--- config.mk ---
export PLATFORM = sky130hd
export DESIGN_NAME = power_monitor_alert_flags
export DESIGN_NICKNAME = d
export VERILOG_FILES = /design/src/rtl/pwr_alert_pkg.sv /design/src/rtl/power_monitor_alert_flags.sv /design/src/rtl/limit_compare.sv
export SDC_FILE = /design/constraint.sdc
export NUM_CORES = 1
export LEC_CHECK = 0
export ABC_AREA = 1
export BUFFER_PORTS_ARGS = -buffer_cell sky130_fd_sc_hd__buf_2
export CORE_UTILIZATION = 40
export CTS_CLUSTER_SIZE = 16
export DETAILED_ROUTE_END_ITERATION = 6
export GPL_ROUTABILITY_DRIVEN = 0
export PLACE_DENSITY = 0.68
export SLEW_MARGIN = 25
export SYNTH_ARGS = -nofsm -noshare
export SYNTH_HDL_FRONTEND = slang
export SYNTH_SLANG_ARGS = --single-unit
--- constraint.sdc ---
create_clock -name clock_i -period 2.3 [get_ports clock_i]
set_clock_uncertainty 0.15 [all_clocks]
set_input_delay 0.69 -clock clock_i [delete_from_list [all_inputs] [get_ports clock_i]]
set_output_delay 0.69 -clock clock_i [all_outputs]
set_load 0.01 [all_outputs]
--- src/rtl/pwr_alert_pkg.sv ---
// constants for the power monitor alert and diagnostic flag block
// assumes a register port with a word address, write strobe and read strobe
//
// Operation
// RULE_01 - slow-alert bit picks averaged results over raw results for comparing
// RULE_02 - polarity bit: alert active low when clear, active high when set
// RULE_03 - diagnostic bits 11-10 and bit 8 always read zero
// RULE_04 - overflow flag bit 9 sets on arithmetic overflow, clears on new trigger
// RULE_05 - bit 7 sets when temperature exceeds temperature over-limit
// RULE_06 - bit 6 sets when shunt result exceeds shunt over-limit threshold
// RULE_07 - bit 5 sets when shunt result falls below shunt under-limit threshold
// RULE_08 - bit 4 sets when bus result exceeds bus over-limit
// RULE_09 - bit 3 sets when bus result falls below bus under-limit
// RULE_10 - bit 2 sets when power result exceeds power limit
// RULE_11 - latched mode: limit flags 7..2 hold until diagnostic register read
// RULE_12 - bit 1 sets each time a conversion finishes
// RULE_13 - latched mode: done flag clears on diagnostic read or new trigger
// RULE_14 - trim status bit 0 resets to one, reads zero on checksum error
// RULE_15 - signed compare: negative over-limit makes zero shunt trip alarm
// RULE_16 - software sets over-limit above under-limit when both negative
// RULE_17 - shunt over-limit: 16-bit signed read/write, reset 7FFF
// RULE_18 - shunt under-limit: 16-bit signed read/write, reset 8000
// RULE_19 - shunt thresholds share the shunt result scaling set by range select
// RULE_20 - transparent mode follows fault; latched mode holds until read
// RULE_21 - done alert enable puts conversion-done onto the alert output
// RULE_22 - alert asserts on any limit flag, or done flag when enabled
// RULE_23 - over compares strictly greater, under strictly less, signed where signed
package pwr_alert_pkg;

  // ***********************
  // register map
  // ***********************
  localparam logic [5:0]  ADDR_DIAG       = 6'h0B;
  localparam logic [5:0]  ADDR_SHUNT_HIGH = 6'h0C;
  localparam logic [5:0]  ADDR_SHUNT_LOW  = 6'h0D;

  localparam logic [15:0] SHUNT_HIGH_RST  = 16'h7FFF;
  localparam logic [15:0] SHUNT_LOW_RST   = 16'h8000;

  // ***********************
  // diagnostic field positions
  // ***********************
  localparam int BIT_LATCH     = 15;
  localparam int BIT_DONE_EN   = 14;
  localparam int BIT_AVG_SEL   = 13;
  localparam int BIT_SENSE_INV = 12;
  localparam int BIT_ARITH_OF  = 9;
  localparam int BIT_TEMP_OV   = 7;
  localparam int BIT_SHUNT_OV  = 6;
  localparam int BIT_SHUNT_UN  = 5;
  localparam int BIT_BUS_OV    = 4;
  localparam int BIT_BUS_UN    = 3;
  localparam int BIT_PWR_OV    = 2;
  localparam int BIT_DONE      = 1;
  localparam int BIT_TRIM_OK   = 0;

  // control bits 15..12 are writable
  localparam logic [3:0]  CTRL_RST        = 4'h0;
  localparam logic [5:0]  LIMIT_FLAGS_RST = 6'h00;

endpackage

--- src/rtl/power_monitor_alert_flags.sv ---
// diagnostic and alert flag logic of a power monitor
// assumes register strobes are one-cycle pulses from the serial front end,
// and converter strobes are one-cycle pulses on clock_i
`timescale 1ns/10ps
module power_monitor_alert_flags
  import pwr_alert_pkg::*;
(
  input  wire logic        clock_i,
  input  wire logic        rst_i,
  // register port
  input  wire logic [5:0]  reg_addr_i,
  input  wire logic [15:0] reg_wdata_i,
  input  wire logic        reg_wr_i,
  input  wire logic        reg_rd_i,
  output logic [15:0]      reg_rdata_o,
  // converter side
  input  wire logic        raw_valid_i,
  input  wire logic        avg_valid_i,
  input  wire logic        conv_done_i,
  input  wire logic        conv_trigger_i,
  input  wire logic        arith_overflow_i,
  input  wire logic        trim_error_i,
  input  wire logic [15:0] shunt_value_i,
  input  wire logic [15:0] bus_value_i,
  input  wire logic [11:0] temp_value_i,
  input  wire logic [23:0] power_value_i,
  // thresholds kept outside this block
  input  wire logic [14:0] bus_high_limit_i,
  input  wire logic [14:0] bus_low_limit_i,
  input  wire logic [11:0] temp_high_limit_i,
  input  wire logic [15:0] power_limit_i,
  // status out
  output logic             shunt_range_select_o,
  output logic             alert_o,
  output logic             alert_oe_o
);

  // ***********************
  // state
  // ***********************
  typedef struct packed {
    logic [15:0] shunt_high_threshold;
    logic [15:0] shunt_low_threshold;
    logic [3:0]  ctrl;
    logic        arith_overflow_flag;
    logic        conversion_done_flag;
    logic        trim_checksum_ok;
    logic [15:0] rdata;
    logic        alert_level;
    logic        drive;
    logic        range_select;
  } top_state_s;

  top_state_s st_r;
  top_state_s st_nxt;

  logic alert_latch_select;
  logic done_alert_enable;
  logic averaged_compare_select;
  logic alert_sense_invert;
  logic sample;
  logic diag_read;
  logic [5:0]  limit_flags;
  logic [15:0] diag_word;
  logic        alert_active;

  assign alert_latch_select      = st_r.ctrl[3];
  assign done_alert_enable       = st_r.ctrl[2];
  assign averaged_compare_select = st_r.ctrl[1];
  assign alert_sense_invert      = st_r.ctrl[0];
  assign diag_read               = reg_rd_i && (reg_addr_i == ADDR_DIAG);

  // RULE_01 raw or averaged
  assign sample = averaged_compare_select ? avg_valid_i : raw_valid_i;

  // ***********************
  // comparators
  // ***********************
  // RULE_05 temperature over
  limit_compare #(.WIDTH(12), .SIGNED(1'b1), .OVER(1'b1)) u_temp_ov (
    .clock_i  (clock_i),
    .rst_i    (rst_i),
    .sample_i (sample),
    .value_i  (temp_value_i),
    .limit_i  (temp_high_limit_i),
    .latch_i  (alert_latch_select),
    .clear_i  (diag_read),
    .flag_o   (limit_flags[5])
  );

  // RULE_06 RULE_15 signed shunt over
  limit_compare #(.WIDTH(16), .SIGNED(1'b1), .OVER(1'b1)) u_shunt_ov (
    .clock_i  (clock_i),
    .rst_i    (rst_i),
    .sample_i (sample),
    .value_i  (shunt_value_i),
    .limit_i  (st_r.shunt_high_threshold),
    .latch_i  (alert_latch_select),
    .clear_i  (diag_read),
    .flag_o   (limit_flags[4])
  );

  // RULE_07 shunt under
  limit_compare #(.WIDTH(16), .SIGNED(1'b1), .OVER(1'b0)) u_shunt_un (
    .clock_i  (clock_i),
    .rst_i    (rst_i),
    .sample_i (sample),
    .value_i  (shunt_value_i),
    .limit_i  (st_r.shunt_low_threshold),
    .latch_i  (alert_latch_select),
    .clear_i  (diag_read),
    .flag_o   (limit_flags[3])
  );

  // RULE_08 bus over
  limit_compare #(.WIDTH(16), .SIGNED(1'b0), .OVER(1'b1)) u_bus_ov (
    .clock_i  (clock_i),
    .rst_i    (rst_i),
    .sample_i (sample),
    .value_i  (bus_value_i),
    .limit_i  ({1'b0, bus_high_limit_i}),
    .latch_i  (alert_latch_select),
    .clear_i  (diag_read),
    .flag_o   (limit_flags[2])
  );

  // RULE_09 bus under
  limit_compare #(.WIDTH(16), .SIGNED(1'b0), .OVER(1'b0)) u_bus_un (
    .clock_i  (clock_i),
    .rst_i    (rst_i),
    .sample_i (sample),
    .value_i  (bus_value_i),
    .limit_i  ({1'b0, bus_low_limit_i}),
    .latch_i  (alert_latch_select),
    .clear_i  (diag_read),
    .flag_o   (limit_flags[1])
  );

  // RULE_10 power over, limit in units of 256 power steps
  limit_compare #(.WIDTH(24), .SIGNED(1'b0), .OVER(1'b1)) u_pwr_ov (
    .clock_i  (clock_i),
    .rst_i    (rst_i),
    .sample_i (sample),
    .value_i  (power_value_i),
    .limit_i  ({power_limit_i, 8'hFF}),
    .latch_i  (alert_latch_select),
    .clear_i  (diag_read),
    .flag_o   (limit_flags[0])
  );

  // ***********************
  // diagnostic word
  // ***********************
  // RULE_03 reserved zero
  always_comb
  begin
    diag_word                = 16'h0000;
    diag_word[15:12]         = st_r.ctrl;
    diag_word[BIT_ARITH_OF]  = st_r.arith_overflow_flag;
    diag_word[7:2]           = limit_flags;
    diag_word[BIT_DONE]      = st_r.conversion_done_flag;
    diag_word[BIT_TRIM_OK]   = st_r.trim_checksum_ok;
  end

  // RULE_21 RULE_22 alert source
  assign alert_active = (|limit_flags) || (done_alert_enable && st_r.conversion_done_flag);

  always_comb
  begin
    st_nxt = st_r;
    if (reg_wr_i)
    begin
      case (reg_addr_i)
        ADDR_DIAG:       st_nxt.ctrl = reg_wdata_i[15:12];
        // RULE_17 RULE_19 full 16 bits, same scale as shunt result
        ADDR_SHUNT_HIGH: st_nxt.shunt_high_threshold = reg_wdata_i;
        // RULE_18 full 16 bits
        ADDR_SHUNT_LOW:  st_nxt.shunt_low_threshold = reg_wdata_i;
        default:         st_nxt.ctrl = st_r.ctrl;
      endcase
    end
    // RULE_04 clear on trigger, set wins
    if (conv_trigger_i)
      st_nxt.arith_overflow_flag = 1'b0;
    if (arith_overflow_i)
      st_nxt.arith_overflow_flag = 1'b1;
    // RULE_13 done clear paths
    if (alert_latch_select)
    begin
      if (diag_read || conv_trigger_i)
        st_nxt.conversion_done_flag = 1'b0;
    end
    else if (conv_trigger_i)
    begin
      // RULE_20 transparent idles on next trigger
      st_nxt.conversion_done_flag = 1'b0;
    end
    // RULE_12 done set
    if (conv_done_i)
      st_nxt.conversion_done_flag = 1'b1;
    // RULE_14 checksum status
    if (trim_error_i)
      st_nxt.trim_checksum_ok = 1'b0;
    if (reg_rd_i)
    begin
      case (reg_addr_i)
        ADDR_DIAG:       st_nxt.rdata = diag_word;
        ADDR_SHUNT_HIGH: st_nxt.rdata = st_r.shunt_high_threshold;
        ADDR_SHUNT_LOW:  st_nxt.rdata = st_r.shunt_low_threshold;
        default:         st_nxt.rdata = 16'h0000;
      endcase
    end
    // RULE_02 polarity, open drain
    st_nxt.drive        = alert_sense_invert ? ~alert_active : alert_active;
    // open drain only ever pulls low; the pin level lives in drive
    st_nxt.alert_level  = 1'b0;
    // range select belongs to the converter block, held cleared here
    st_nxt.range_select = 1'b0;
  end

  always_ff @(posedge clock_i or posedge rst_i)
  begin
    if (rst_i)
    begin
      st_r.shunt_high_threshold <= SHUNT_HIGH_RST;
      st_r.shunt_low_threshold  <= SHUNT_LOW_RST;
      st_r.ctrl                 <= CTRL_RST;
      st_r.arith_overflow_flag  <= 1'b0;
      st_r.conversion_done_flag <= 1'b0;
      st_r.trim_checksum_ok     <= 1'b1;
      st_r.rdata                <= 16'h0000;
      st_r.alert_level          <= 1'b0;
      st_r.drive                <= 1'b0;
      st_r.range_select         <= 1'b0;
    end
    else
    begin
      st_r <= st_nxt;
    end
  end

  assign reg_rdata_o          = st_r.rdata;
  assign shunt_range_select_o = st_r.range_select;
  assign alert_o              = st_r.alert_level;
  assign alert_oe_o           = st_r.drive;

  // ***********************
  // checks
  // ***********************
  // RULE_04
  property p_overflow_set;
    @(posedge clock_i) disable iff (rst_i)
    arith_overflow_i |=> st_r.arith_overflow_flag;
  endproperty
  a_overflow_set: assert property (p_overflow_set) else $error("overflow flag not set"); // RULE_04

  property p_done_set;
    @(posedge clock_i) disable iff (rst_i)
    conv_done_i |=> diag_word[BIT_DONE];
  endproperty
  a_done_set: assert property (p_done_set) else $error("done flag not set"); // RULE_12

  property p_done_clear;
    @(posedge clock_i) disable iff (rst_i)
    (alert_latch_select && diag_read && !conv_done_i) |=> !st_r.conversion_done_flag;
  endproperty
  a_done_clear: assert property (p_done_clear) else $error("done flag not cleared"); // RULE_13

  property p_reserved;
    @(posedge clock_i) disable iff (rst_i)
    diag_read |=> (reg_rdata_o[11:10] == 2'b00) && !reg_rdata_o[8];
  endproperty
  a_reserved: assert property (p_reserved) else $error("reserved bits nonzero"); // RULE_03

  property p_alert_drive;
    @(posedge clock_i) disable iff (rst_i)
    ##1 (alert_oe_o == ($past(alert_sense_invert) ^ $past(alert_active)));
  endproperty
  a_alert_drive: assert property (p_alert_drive) else $error("alert drive wrong"); // RULE_02

  property p_latch_hold;
    @(posedge clock_i) disable iff (rst_i)
    (alert_latch_select && limit_flags[4] && !diag_read && !reg_wr_i) |=> limit_flags[4];
  endproperty
  a_latch_hold: assert property (p_latch_hold) else $error("latched flag dropped"); // RULE_11

  property p_shunt_over;
    @(posedge clock_i) disable iff (rst_i)
    (sample && ($signed(shunt_value_i) > $signed(st_r.shunt_high_threshold))) |=> limit_flags[4];
  endproperty
  a_shunt_over: assert property (p_shunt_over) else $error("shunt over missed"); // RULE_06

  property p_trim;
    @(posedge clock_i) disable iff (rst_i)
    trim_error_i |=> !st_r.trim_checksum_ok;
  endproperty
  a_trim: assert property (p_trim) else $error("trim status not cleared"); // RULE_14

  c_latched_read: cover property (@(posedge clock_i) disable iff (rst_i)
    alert_latch_select && limit_flags[4] ##1 diag_read);
  c_done_alert: cover property (@(posedge clock_i) disable iff (rst_i)
    done_alert_enable && conv_done_i);
  c_inverted: cover property (@(posedge clock_i) disable iff (rst_i)
    alert_sense_invert && alert_oe_o == 1'b0 && alert_active);

endmodule

--- src/rtl/limit_compare.sv ---
// one limit comparator stage with flag hold
// assumes results and thresholds are already in matching scale
`timescale 1ns/10ps
module limit_compare
  import pwr_alert_pkg::*;
#(
  parameter int  WIDTH  = 16,
  parameter bit  SIGNED = 1'b1,
  parameter bit  OVER   = 1'b1
)(
  input  wire logic             clock_i,
  input  wire logic             rst_i,
  input  wire logic             sample_i,
  input  wire logic [WIDTH-1:0] value_i,
  input  wire logic [WIDTH-1:0] limit_i,
  input  wire logic             latch_i,
  input  wire logic             clear_i,
  output logic                  flag_o
);

  typedef struct packed {
    logic flag;
  } cmp_state_s;

  cmp_state_s st_r;
  cmp_state_s st_nxt;
  logic       hit;

  // RULE_23 strict compare
  always_comb
  begin
    if (SIGNED)
    begin
      hit = OVER ? ($signed(value_i) > $signed(limit_i))
                 : ($signed(value_i) < $signed(limit_i));
    end
    else
    begin
      hit = OVER ? (value_i > limit_i) : (value_i < limit_i);
    end
  end

  // RULE_11 latched hold
  always_comb
  begin
    st_nxt = st_r;
    if (latch_i)
    begin
      // set beats a clear in the same cycle
      if (clear_i)
        st_nxt.flag = 1'b0;
      if (sample_i && hit)
        st_nxt.flag = 1'b1;
    end
    else if (sample_i)
    begin
      // RULE_20 transparent follow
      st_nxt.flag = hit;
    end
  end

  always_ff @(posedge clock_i or posedge rst_i)
  begin
    if (rst_i)
      st_r <= '0;
    else
      st_r <= st_nxt;
  end

  assign flag_o = st_r.flag;

endmodule

==> results of run 1 <==
[per-stage QoR]
| stage | hold slack, ns | power, mW | worst slack (ns) | cells |
|---|---|---|---|---|
| after floorplan | 0.282 | 1.88 | 0.431 | 688 |
| after detailed placement | 0.308 | 2.22 | 0.186 | 1014 |
| after global placement | 0.299 | 2.20 | 0.195 | 1014 |
| final | 0.226 | 3.70 | 0.393 | 1030 |
| after global routing | 0.255 | 3.94 | 0.239 | 1030 |
| after CTS | 0.236 | 3.73 | 0.407 | 1030 |
[cell type report]
type,count,area (µm²)
clock buffer,13,270
clock inverter,3,65.1
fill,1292,6150
inverter,147,563
multi-input combinational,451,2880
sequential,62,1570
tap,172,215
timing repair buffer,182,956
[flip-flops by register name, indices dropped and copies added (netlist names)]
signal	cells
alert_latch_select	1
alert_oe_o	1
alert_sense_invert	1
averaged_compare_select	1
diag_word	4
reg_rdata_o	16
st_r	32
u_bus_ov.flag_o	1
u_bus_un.flag_o	1
u_pwr_ov.flag_o	1
u_shunt_ov.flag_o	1
u_shunt_un.flag_o	1
u_temp_ov.flag_o	1
[worst reg2reg max path, delay by kind of cell, from the launching register on]
| family | cells | cell delay [ns] |
|---|---|---|
| compound gates | 2 | 0.27 |
| fa+ha+maj | 1 | 0.29 |
| buf+inv | 2 | 0.12 |
| flops | 1 | 0.53 |
| simple gates | 5 | 0.45 |
[synth_stat cells, drive strengths merged, types with 4 or more instances]
| master | n | share of area |
|---|---|---|
| a21oi | 41 | 0.039 |
| buf | 24 | 0.035 |
| clkbuf | 4 | 0.0031 |
| clkinv | 4 | 0.0043 |
| dfrtp | 45 | 0.22 |
| dfstp | 17 | 0.086 |
| ha | 88 | 0.21 |
| inv | 143 | 0.10 |
| nand2 | 152 | 0.11 |
| nand3 | 25 | 0.024 |
| nand4 | 12 | 0.020 |
| nor2 | 28 | 0.020 |
| nor3 | 5 | 0.0048 |
| o21ai | 71 | 0.075 |
[cell families after synthesis]
kind of cell	synth area share
buffers and inverters	0.145
adders and majority gates	0.211
AOI/OAI and AO/OA	0.143
xor gates and xnor gates	0.00168
and+or+nand+nor	0.196
other	0.000720
DFF	0.302
[power breakdown]
part | internal (mW) | switching [mW] | leakage, nW
Sequential | 1.24 | 0.0984 | 0.770
Clock | 1.03 | 0.464 | 0.166
Combinational | 0.386 | 0.478 | 2.78
[per-layer routing]
metal / vias up / track usage / wire [µm]
met5: - / 0 / 0
met1: 2096 / 0.253 / 5840
met2: 139 / 0.353 / 5940
met3: 14 / 0.0439 / 713
li1: 2532 / - / -
met4: 0 / 0.0513 / 202
[worst max-delay path by stage]
stage | startpoint | to | slack (ns) | depth (start not counted)
3_3_place_gp | shunt_value_i[9] | u_shunt_ov.flag_o | 0.20 | 10
4_1_cts | st_r[51] | u_shunt_ov.flag_o | 0.41 | 10
2_1_floorplan | reg_addr_i[5] | st_r[27] | 0.43 | 8
5_1_grt | st_r[51] | u_shunt_ov.flag_o | 0.24 | 10
6_report | st_r[51] | u_shunt_ov.flag_o | 0.39 | 10
3_5_place_dp | power_limit_i[3] | u_pwr_ov.flag_o | 0.19 | 8
==> run_results.csv, run 1 <==
group,metric,value,unit
routing,viasPerCell,4.64,
placement,dpl.hpwl,10800,µm
sta,finalCritPeriodShare,0.829,
worst_setup_path,r2r-start,"st_r[51]",
synth,ys.flop_type,"dfrtp_1",
outcome,outcome,"finished clean",
final_layout,final_cell_mix,"buf_2 (174), nand2_1 (147), inv_1 (139), ha_1 (88), dfrtp_1 (45)",
sta,fin_crit,1.91,ns
sta,drv_slew,0,
routing,final_antenna_net_count,0,
routing,wire_per_inst,12.3,µm
synth,synth_edf_count,0,
final_layout,layout.nets,1099,
floorplan,die_area,0.0135,mm²
worst_setup_path,critical-path-max-stage-delay,0.53,ns
clock_tree,clock_latency,0.33,ns
routing,vias,4781,
clock_tree,postCtsHoldBufs,0,
global_routing,antenna_found_initial,0,
final_layout,final_common_cell,"buf_2",
synth,syn_area,0.00521,mm²
clock_tree,cts.htree.levels,3,
synth,ys_seq_area_frac,0.302,
synth,ys_ff_latch,62,
clock_tree,cts_tree,"done",
placement,io_buffer_count,174,
clock_tree,post_cts_resized,0,
worst_setup_path,crit_chain,"inv_1, ha_1, nand2_1, inv_1, o21ai_0, a21oi_1, nor2_1, nand3_1, nand3_1, nand2_1",
sta,setup-tns-final,0,ns
final_layout,area_delta_synth_final,25.3,%
final_layout,utilization,0.515,
worst_setup_path,crit_buf_inv,2,
min_path,hold_class,"in -> async",
job,maxCapViolCount,0,
synth,synth.distinct_cells,44,
worst_setup_path,cp_slowest_cell,"dfstp_2",
worst_setup_path,start_kind,"flip-flop",
final_layout,drive_gt1_frac,0.282,
routing,drtIter0Drc,148,
worst_setup_path,critical_path_required,2.37,ns
floorplan,die-height,116,µm
sta,rsz0062_at_grt,"false",
power_and_ir_drop,p_leak,3.71,nW
power_and_ir_drop,p_per_area,567,mW/mm²
clock_tree,clock-sinks,62,
clock_tree,clock-root-buffer,"clkbuf_16",
global_routing,grt_util_all_layers,0.202,
routing,wl,12700,µm
floorplan,coreArea,0.0127,mm²
worst_setup_path,crit_fanout,2,
worst_setup_path,worstPathArrival,1.98,ns
power_and_ir_drop,ir_worst_vdd,280,µV
floorplan,io_pins,177,
floorplan,initial_core_util,0.411,
sta,max_freq,0.524,GHz
worst_setup_path,rr_endpoint,"u_shunt_ov.flag_o",
clock_tree,cts_setup_buffers,0,
clock_tree,path_clk_slew,0.05,ns
synth,synthCells,687,
clock_tree,numCtsBuffers,9,
placement,post_dp_cell_area,0.00619,mm²
synth,ys_warn_count,0,
routing,drc,0,
global_routing,grt_pass1_vias,4615,
global_routing,grt-ovfl-total,0,
global_routing,grt_pass1_wl,21100,µm
sta,hold_violations,0,
global_routing,grt_max_degree,33,
worst_setup_path,path_class,"reg -> reg",
worst_setup_path,reg2reg_depth,10,
clock_tree,clockBufferDepth,2,
final_layout,fin_area,0.00652,mm²
floorplan,die_w,116,µm
floorplan,placementRows,41,
worst_setup_path,setup.worst_path.end_class,"flip-flop",
routing,firstDrtPassIters,4,
sta,setup_violations,0,
worst_setup_path,path_delay_family,"flip-flops",
worst_setup_path,ff2ff_setup_slack,0.39,ns
synth,syn_area_per_cell,7.58,µm²
final_layout,n_antenna_cell,0,
synth,async_reset_ff_frac,1.00,
Note: power is estimated with default switching activity, not from simulation.
==> run 2: changes to the inputs <==
--- a/config.mk
+++ b/config.mk
@@ -11,7 +11,7 @@
 export CTS_CLUSTER_SIZE = 16
 export DETAILED_ROUTE_END_ITERATION = 6
 export GPL_ROUTABILITY_DRIVEN = 0
-export PLACE_DENSITY = 0.68
+export PLACE_DENSITY = 0.66
 export SLEW_MARGIN = 25
 export SYNTH_ARGS = -nofsm -noshare
 export SYNTH_HDL_FRONTEND = slang
==> constraint.sdc (replaced) <==
create_clock -name clock_i -period 1.8 [get_ports clock_i]
set_clock_uncertainty 0.15 [all_clocks]
set_input_delay 0.54 -clock clock_i [delete_from_list [all_inputs] [get_ports clock_i]]
set_output_delay 0.54 -clock clock_i [all_outputs]
set_load 0.01 [all_outputs]
==> run_results.csv, run 2 (synthesis gave the netlist of run 1 again) <==
group,metric,value,unit
power_and_ir_drop,share_seq_of_total_power,0.362,
clock_tree,clock-sinks,62,
worst_setup_path,rr_endpoint,"u_shunt_ov.flag_o",
final_layout,nFillCells,1262,
routing,drtIter0Drc,143,
global_routing,grtUsageMet2,0.352,
routing,firstDrtPassIters,4,
sta,setup_violations,0,
clock_tree,clock-root-buffer,"clkbuf_16",
worst_setup_path,critical_path_required,1.86,ns
worst_setup_path,r2r-start,"st_r[53]",
global_routing,grt_pass1_vias,4801,
global_routing,met3_usage,0.0387,
worst_setup_path,path_class,"reg -> reg",
worst_setup_path,crit_start,"st_r[53]",
min_path,hold_class,"in -> async",
clock_tree,cts.htree.levels,3,
outcome,outcome,"finished clean",
power_and_ir_drop,p_int,3.29,mW
sta,hold_violations,0,
power_and_ir_drop,p_clk_frac,0.365,
global_routing,busiest_layer,"met2",
placement,place_ws,-0.176,ns
sta,drv_slew,0,
job,maxCapViolCount,0,
routing,vias,4888,
routing,drc,0,
floorplan,die_w,116,µm
clock_tree,path_clk_slew,0.05,ns
final_layout,final_common_cell,"buf_2",
global_routing,antenna_found_initial,1,
global_routing,grt_util_all_layers,0.209,
final_layout,drive_gt1_frac,0.331,
power_and_ir_drop,pwr-share-comb,0.273,
final_layout,regMostFlops,"st_r",
worst_setup_path,reg2reg_depth,11,
final_layout,layout.nets,1122,
power_and_ir_drop,p_leak,3.82,nW
clock_tree,numCtsBuffers,9,
placement,io_buffer_count,174,
floorplan,io_pins,177,
worst_setup_path,worstPathArrival,1.80,ns
worst_setup_path,ff2ff_setup_slack,0.06,ns
power_and_ir_drop,p_per_area,686,mW/mm²
global_routing,grt_pass1_wl,21800,µm
final_layout,area_delta_synth_final,31.6,%
power_and_ir_drop,ir_worst_vdd,391,µV
floorplan,coreArea,0.0127,mm²
global_routing,grt_util_met1,0.270,
clock_tree,clock_latency,0.33,ns
power_and_ir_drop,power,4.70,mW
floorplan,die-height,116,µm
worst_setup_path,setup.worst_path.end_class,"flip-flop",
power_and_ir_drop,power_switching,1.41,mW
final_layout,final_cell_mix,"buf_2 (174), nand2_1 (143), inv_1 (136), ha_1 (79), dfrtp_1 (45)",
worst_setup_path,crit_chain,"inv_1, ha_4, nand2_1, inv_2, nand3_2, nor2_4, nand2_2, nand2_1, nand2_1, nand3_1, nand2_1",
worst_setup_path,start_kind,"flip-flop",
placement,dpl.hpwl,11100,µm
routing,viasPerCell,4.64,
final_layout,utilization,0.541,
routing,final_antenna_net_count,0,
worst_setup_path,cp_slowest_cell,"dfstp_2",
clock_tree,clockBufferDepth,2,
global_routing,grt_max_degree,43,
sta,fin_crit,1.74,ns
worst_setup_path,critical-path-max-stage-delay,0.54,ns
final_layout,largest_reg_flops,32,
floorplan,die_area,0.0135,mm²
sta,timing.final.ws_setup,0.0577,ns
placement,post_dp_cell_area,0.00635,mm²
routing,wire_per_inst,12.5,µm
sta,finalCritPeriodShare,0.968,
routing,wl,13200,µm
sta,whs,0.119,ns
floorplan,placementRows,41,
floorplan,initial_core_util,0.411,
worst_setup_path,crit_fanout,3,
sta,max_freq,0.574,GHz
worst_setup_path,crit_top_cell,"nand2_1",
global_routing,grt-ovfl-total,0,
final_layout,fin_area,0.00685,mm²
power_and_ir_drop,power.share.switching,0.299,
clock_tree,cts_tree,"done",
run 2: per-stage QoR:
stage | setup TNS [ns] | cells
after global placement | -2.20 | 1034
final | 0 | 1054
after detailed placement | -3.62 | 1034
after global routing | -0.0213 | 1054
after floorplan | 0 | 688
after CTS | -0.00835 | 1050
run 2: timing repair:
action                                  CTS  global route
gates resized for setup                   2            31
setup buffers                             0             3
hold buffers                              0             0
endpoints found under the setup margin    2             3
pin swaps                                 2             8
run 2: worst max path at each step:
stage	end	cells past startpoint
2_1_floorplan	st_r[27]	8
3_3_place_gp	u_temp_ov.flag_o	10
3_5_place_dp	u_temp_ov.flag_o	10
4_1_cts	u_shunt_ov.flag_o	10
5_1_grt	u_shunt_ov.flag_o	10
6_report	u_shunt_ov.flag_o	11
run 2: critical path, delay by kind of cell, from the launching register on:
family	cells	cell delay, ns
flip-flops	1	0.54
AND/OR/NAND/NOR	8	0.54
adder cells (fa/ha/maj)	1	0.27
buffers and inverters	2	0.13
run 2: layout make-up:
cell class	count	area [µm²]	share of cell area
clock inverters	3	45.0	0.00658
diodes	1	2.50	0.000365
well taps	172	215	0.0314
repair buffers	205	1140	0.167
flip-flops and latches	62	1570	0.230
inverters	147	563	0.0822
multi-input cells	451	3060	0.447
clock buffers	13	250	0.0365
run 2: layer usage:
| layer | up-vias | part of all wire |
|---|---|---|
| li1 | 2580 | - |
| met1 | 2157 | 0.48 |
| met2 | 136 | 0.46 |
| met3 | 15 | 0.053 |
| met4 | 0 | 0.014 |
| met5 | - | 0 |
run 2: power groups by stage:
stage / sequential, mW / clock (mW) / combinational (mW)
after global routing: 1.71 / 1.79 / 1.49
after detailed placement: 1.72 / 0 / 1.17
after floorplan: 1.68 / 0 / 0.720
final: 1.70 / 1.71 / 1.28
after global placement: 1.72 / 0 / 1.14
after CTS: 1.70 / 1.74 / 1.18
==> run 3: changes to the inputs <==
--- a/config.mk
+++ b/config.mk
@@ -6,12 +6,11 @@
 export NUM_CORES = 1
 export LEC_CHECK = 0
 export ABC_AREA = 1
-export BUFFER_PORTS_ARGS = -buffer_cell sky130_fd_sc_hd__buf_2
 export CORE_UTILIZATION = 40
 export CTS_CLUSTER_SIZE = 16
 export DETAILED_ROUTE_END_ITERATION = 6
+export DONT_BUFFER_PORTS = 1
 export GPL_ROUTABILITY_DRIVEN = 0
-export PLACE_DENSITY = 0.66
 export SLEW_MARGIN = 25
 export SYNTH_ARGS = -nofsm -noshare
 export SYNTH_HDL_FRONTEND = slang
==> run_results.csv, run 3 (synthesis gave the netlist of run 1 again) <==
group,metric,value,unit
min_path,hold_class,"in -> async",
placement,dp.cells,855,
final_layout,final_cells,875,
placement,dpl.hpwl,10500,µm
final_layout,layout.nets,944,
final_layout,regMostFlops,"st_r",
routing,wl,12900,µm
global_routing,grt-ovfl-total,0,
clock_tree,postCtsHoldBufs,0,
routing,drtIter0Drc,223,
placement,io_buffer_count,0,
final_layout,final_cell_mix,"nand2_1 (144), inv_1 (126), ha_1 (77), dfrtp_1 (45), o21ai_0 (38)",
worst_setup_path,setup.worst_path.end_class,"flip-flop",
final_layout,n_antenna_cell,0,
clock_tree,clockBufferDepth,2,
routing,vias,4372,
final_layout,drive_gt1_frac,0.183,
sta,fin_crit,1.77,ns
floorplan,io_pins,177,
global_routing,grt_util_all_layers,0.196,
worst_setup_path,crit_fanout,2,
global_routing,grt_pass1_vias,4321,
routing,viasPerCell,5.00,
final_layout,area_delta_synth_final,14.3,%
worst_setup_path,r2r-start,"st_r[49]",
worst_setup_path,path_class,"reg -> reg",
floorplan,die_area,0.0135,mm²
clock_tree,clock_latency,0.33,ns
clock_tree,clock-root-buffer,"clkbuf_16",
worst_setup_path,rr_endpoint,"u_shunt_ov.flag_o",
floorplan,die_w,116,µm
clock_tree,cts.htree.levels,3,
power_and_ir_drop,ir_worst_vdd,517,µV
clock_tree,numCtsBuffers,9,
sta,drv_slew,0,
final_layout,regArea,0.00157,mm²
floorplan,die-height,116,µm
final_layout,utilization,0.470,
sta,setup_violations,0,
global_routing,grt_pass1_wl,20300,µm
final_layout,nFillCells,1245,
global_routing,antenna_found_initial,0,
routing,drc,0,
power_and_ir_drop,power,4.41,mW
sta,setup-tns-final,0,ns
routing,wire_per_inst,14.8,µm
final_layout,largest_reg_flops,32,
sta,finalCritPeriodShare,0.986,
final_layout,final_common_cell,"nand2_1",
power_and_ir_drop,p_leak,3.08,nW
clock_tree,path_clk_slew,0.05,ns
final_layout,multi_input_area,0.00311,mm²
placement,post_dp_cell_area,0.00542,mm²
floorplan,coreArea,0.0127,mm²
worst_setup_path,ff2ff_setup_slack,0.03,ns
routing,firstDrtPassIters,4,
job,maxCapViolCount,0,
sta,max_freq,0.564,GHz
final_layout,fin_area,0.00595,mm²
floorplan,initial_core_util,0.411,
floorplan,placementRows,41,
sta,hold_violations,0,
worst_setup_path,worstPathArrival,1.84,ns
routing,final_antenna_net_count,0,
worst_setup_path,reg2reg_depth,10,
global_routing,grt_max_degree,63,
outcome,outcome,"finished clean",
worst_setup_path,start_kind,"flip-flop",
clock_tree,clock-sinks,62,
power_and_ir_drop,p_per_area,741,mW/mm²
sta,rsz0062_at_grt,"true",
clock_tree,cts_tree,"done",
worst_setup_path,critical_path_required,1.86,ns
[run 3: routing by layer]
metal / routed length [µm] / vias to the layer above / part of all wire / global-route usage
met2: 6460 / 142 / 0.50 / 0.347
li1: - / 2220 / - / -
met1: 5400 / 1993 / 0.42 / 0.238
met5: 0 / - / 0 / 0
met4: 200 / 0 / 0.015 / 0.0368
met3: 878 / 17 / 0.068 / 0.0528
[run 3: per-stage QoR]
step	hold slack, ns	setup WS, ns
finish	0.000402	0.0255
floorplan	0.282	0.0810
global route	0.0500	-0.0560
global placement	0.299	-0.0694
detailed placement	0.303	-0.124
CTS	0.0260	-0.00777
[run 3: power breakdown]
part	internal, mW	switching (mW)	total, mW
clock network	1.01	0.586	1.59
registers	1.58	0.124	1.70
logic	0.493	0.624	1.12
total	3.08	1.33	4.41
[run 3: critical path: stages, from the launching register on]
cell	delay [ns]
dfstp_2	0.53
inv_2	0.05
ha_4	0.27
nand2_1	0.08
o21a_1	0.20
nand2_1	0.06
nand2_1	0.06
nand2_1	0.07
nand2_1	0.07
nand3_2	0.06
nand2_1	0.05
[run 3: cell type report]
| class | count | area share |
|---|---|---|
| flip-flops and latches | 62 | 0.264 |
| clock buffers | 15 | 0.0450 |
| clock inverters | 1 | 0.000841 |
| inverters | 147 | 0.0946 |
| well taps | 172 | 0.0361 |
| multi-input cells | 451 | 0.523 |
| repair buffers | 27 | 0.0361 |
[run 3: how the worst max path moves through the flow]
| stage | startpoint | endpoint | cells after the start |
|---|---|---|---|
| 5_1_grt | st_r[55] | u_shunt_ov.flag_o | 11 |
| 6_report | st_r[49] | u_shunt_ov.flag_o | 10 |
| 4_1_cts | st_r[53] | u_shunt_ov.flag_o | 8 |
| 3_3_place_gp | temp_high_limit_i[11] | u_temp_ov.flag_o | 9 |
| 3_5_place_dp | st_r[51] | u_shunt_ov.flag_o | 10 |
| 2_1_floorplan | reg_addr_i[5] | st_r[27] | 8 |
[run 3: timing repair]
item / 4_1_cts / 5_1_grt
buffers inserted: 0 / 4
hold endpoints to repair: 0 / 0
pin swaps: 5 / 19
gates resized for setup: 9 / 43
setup endpoints to repair: 2 / 2
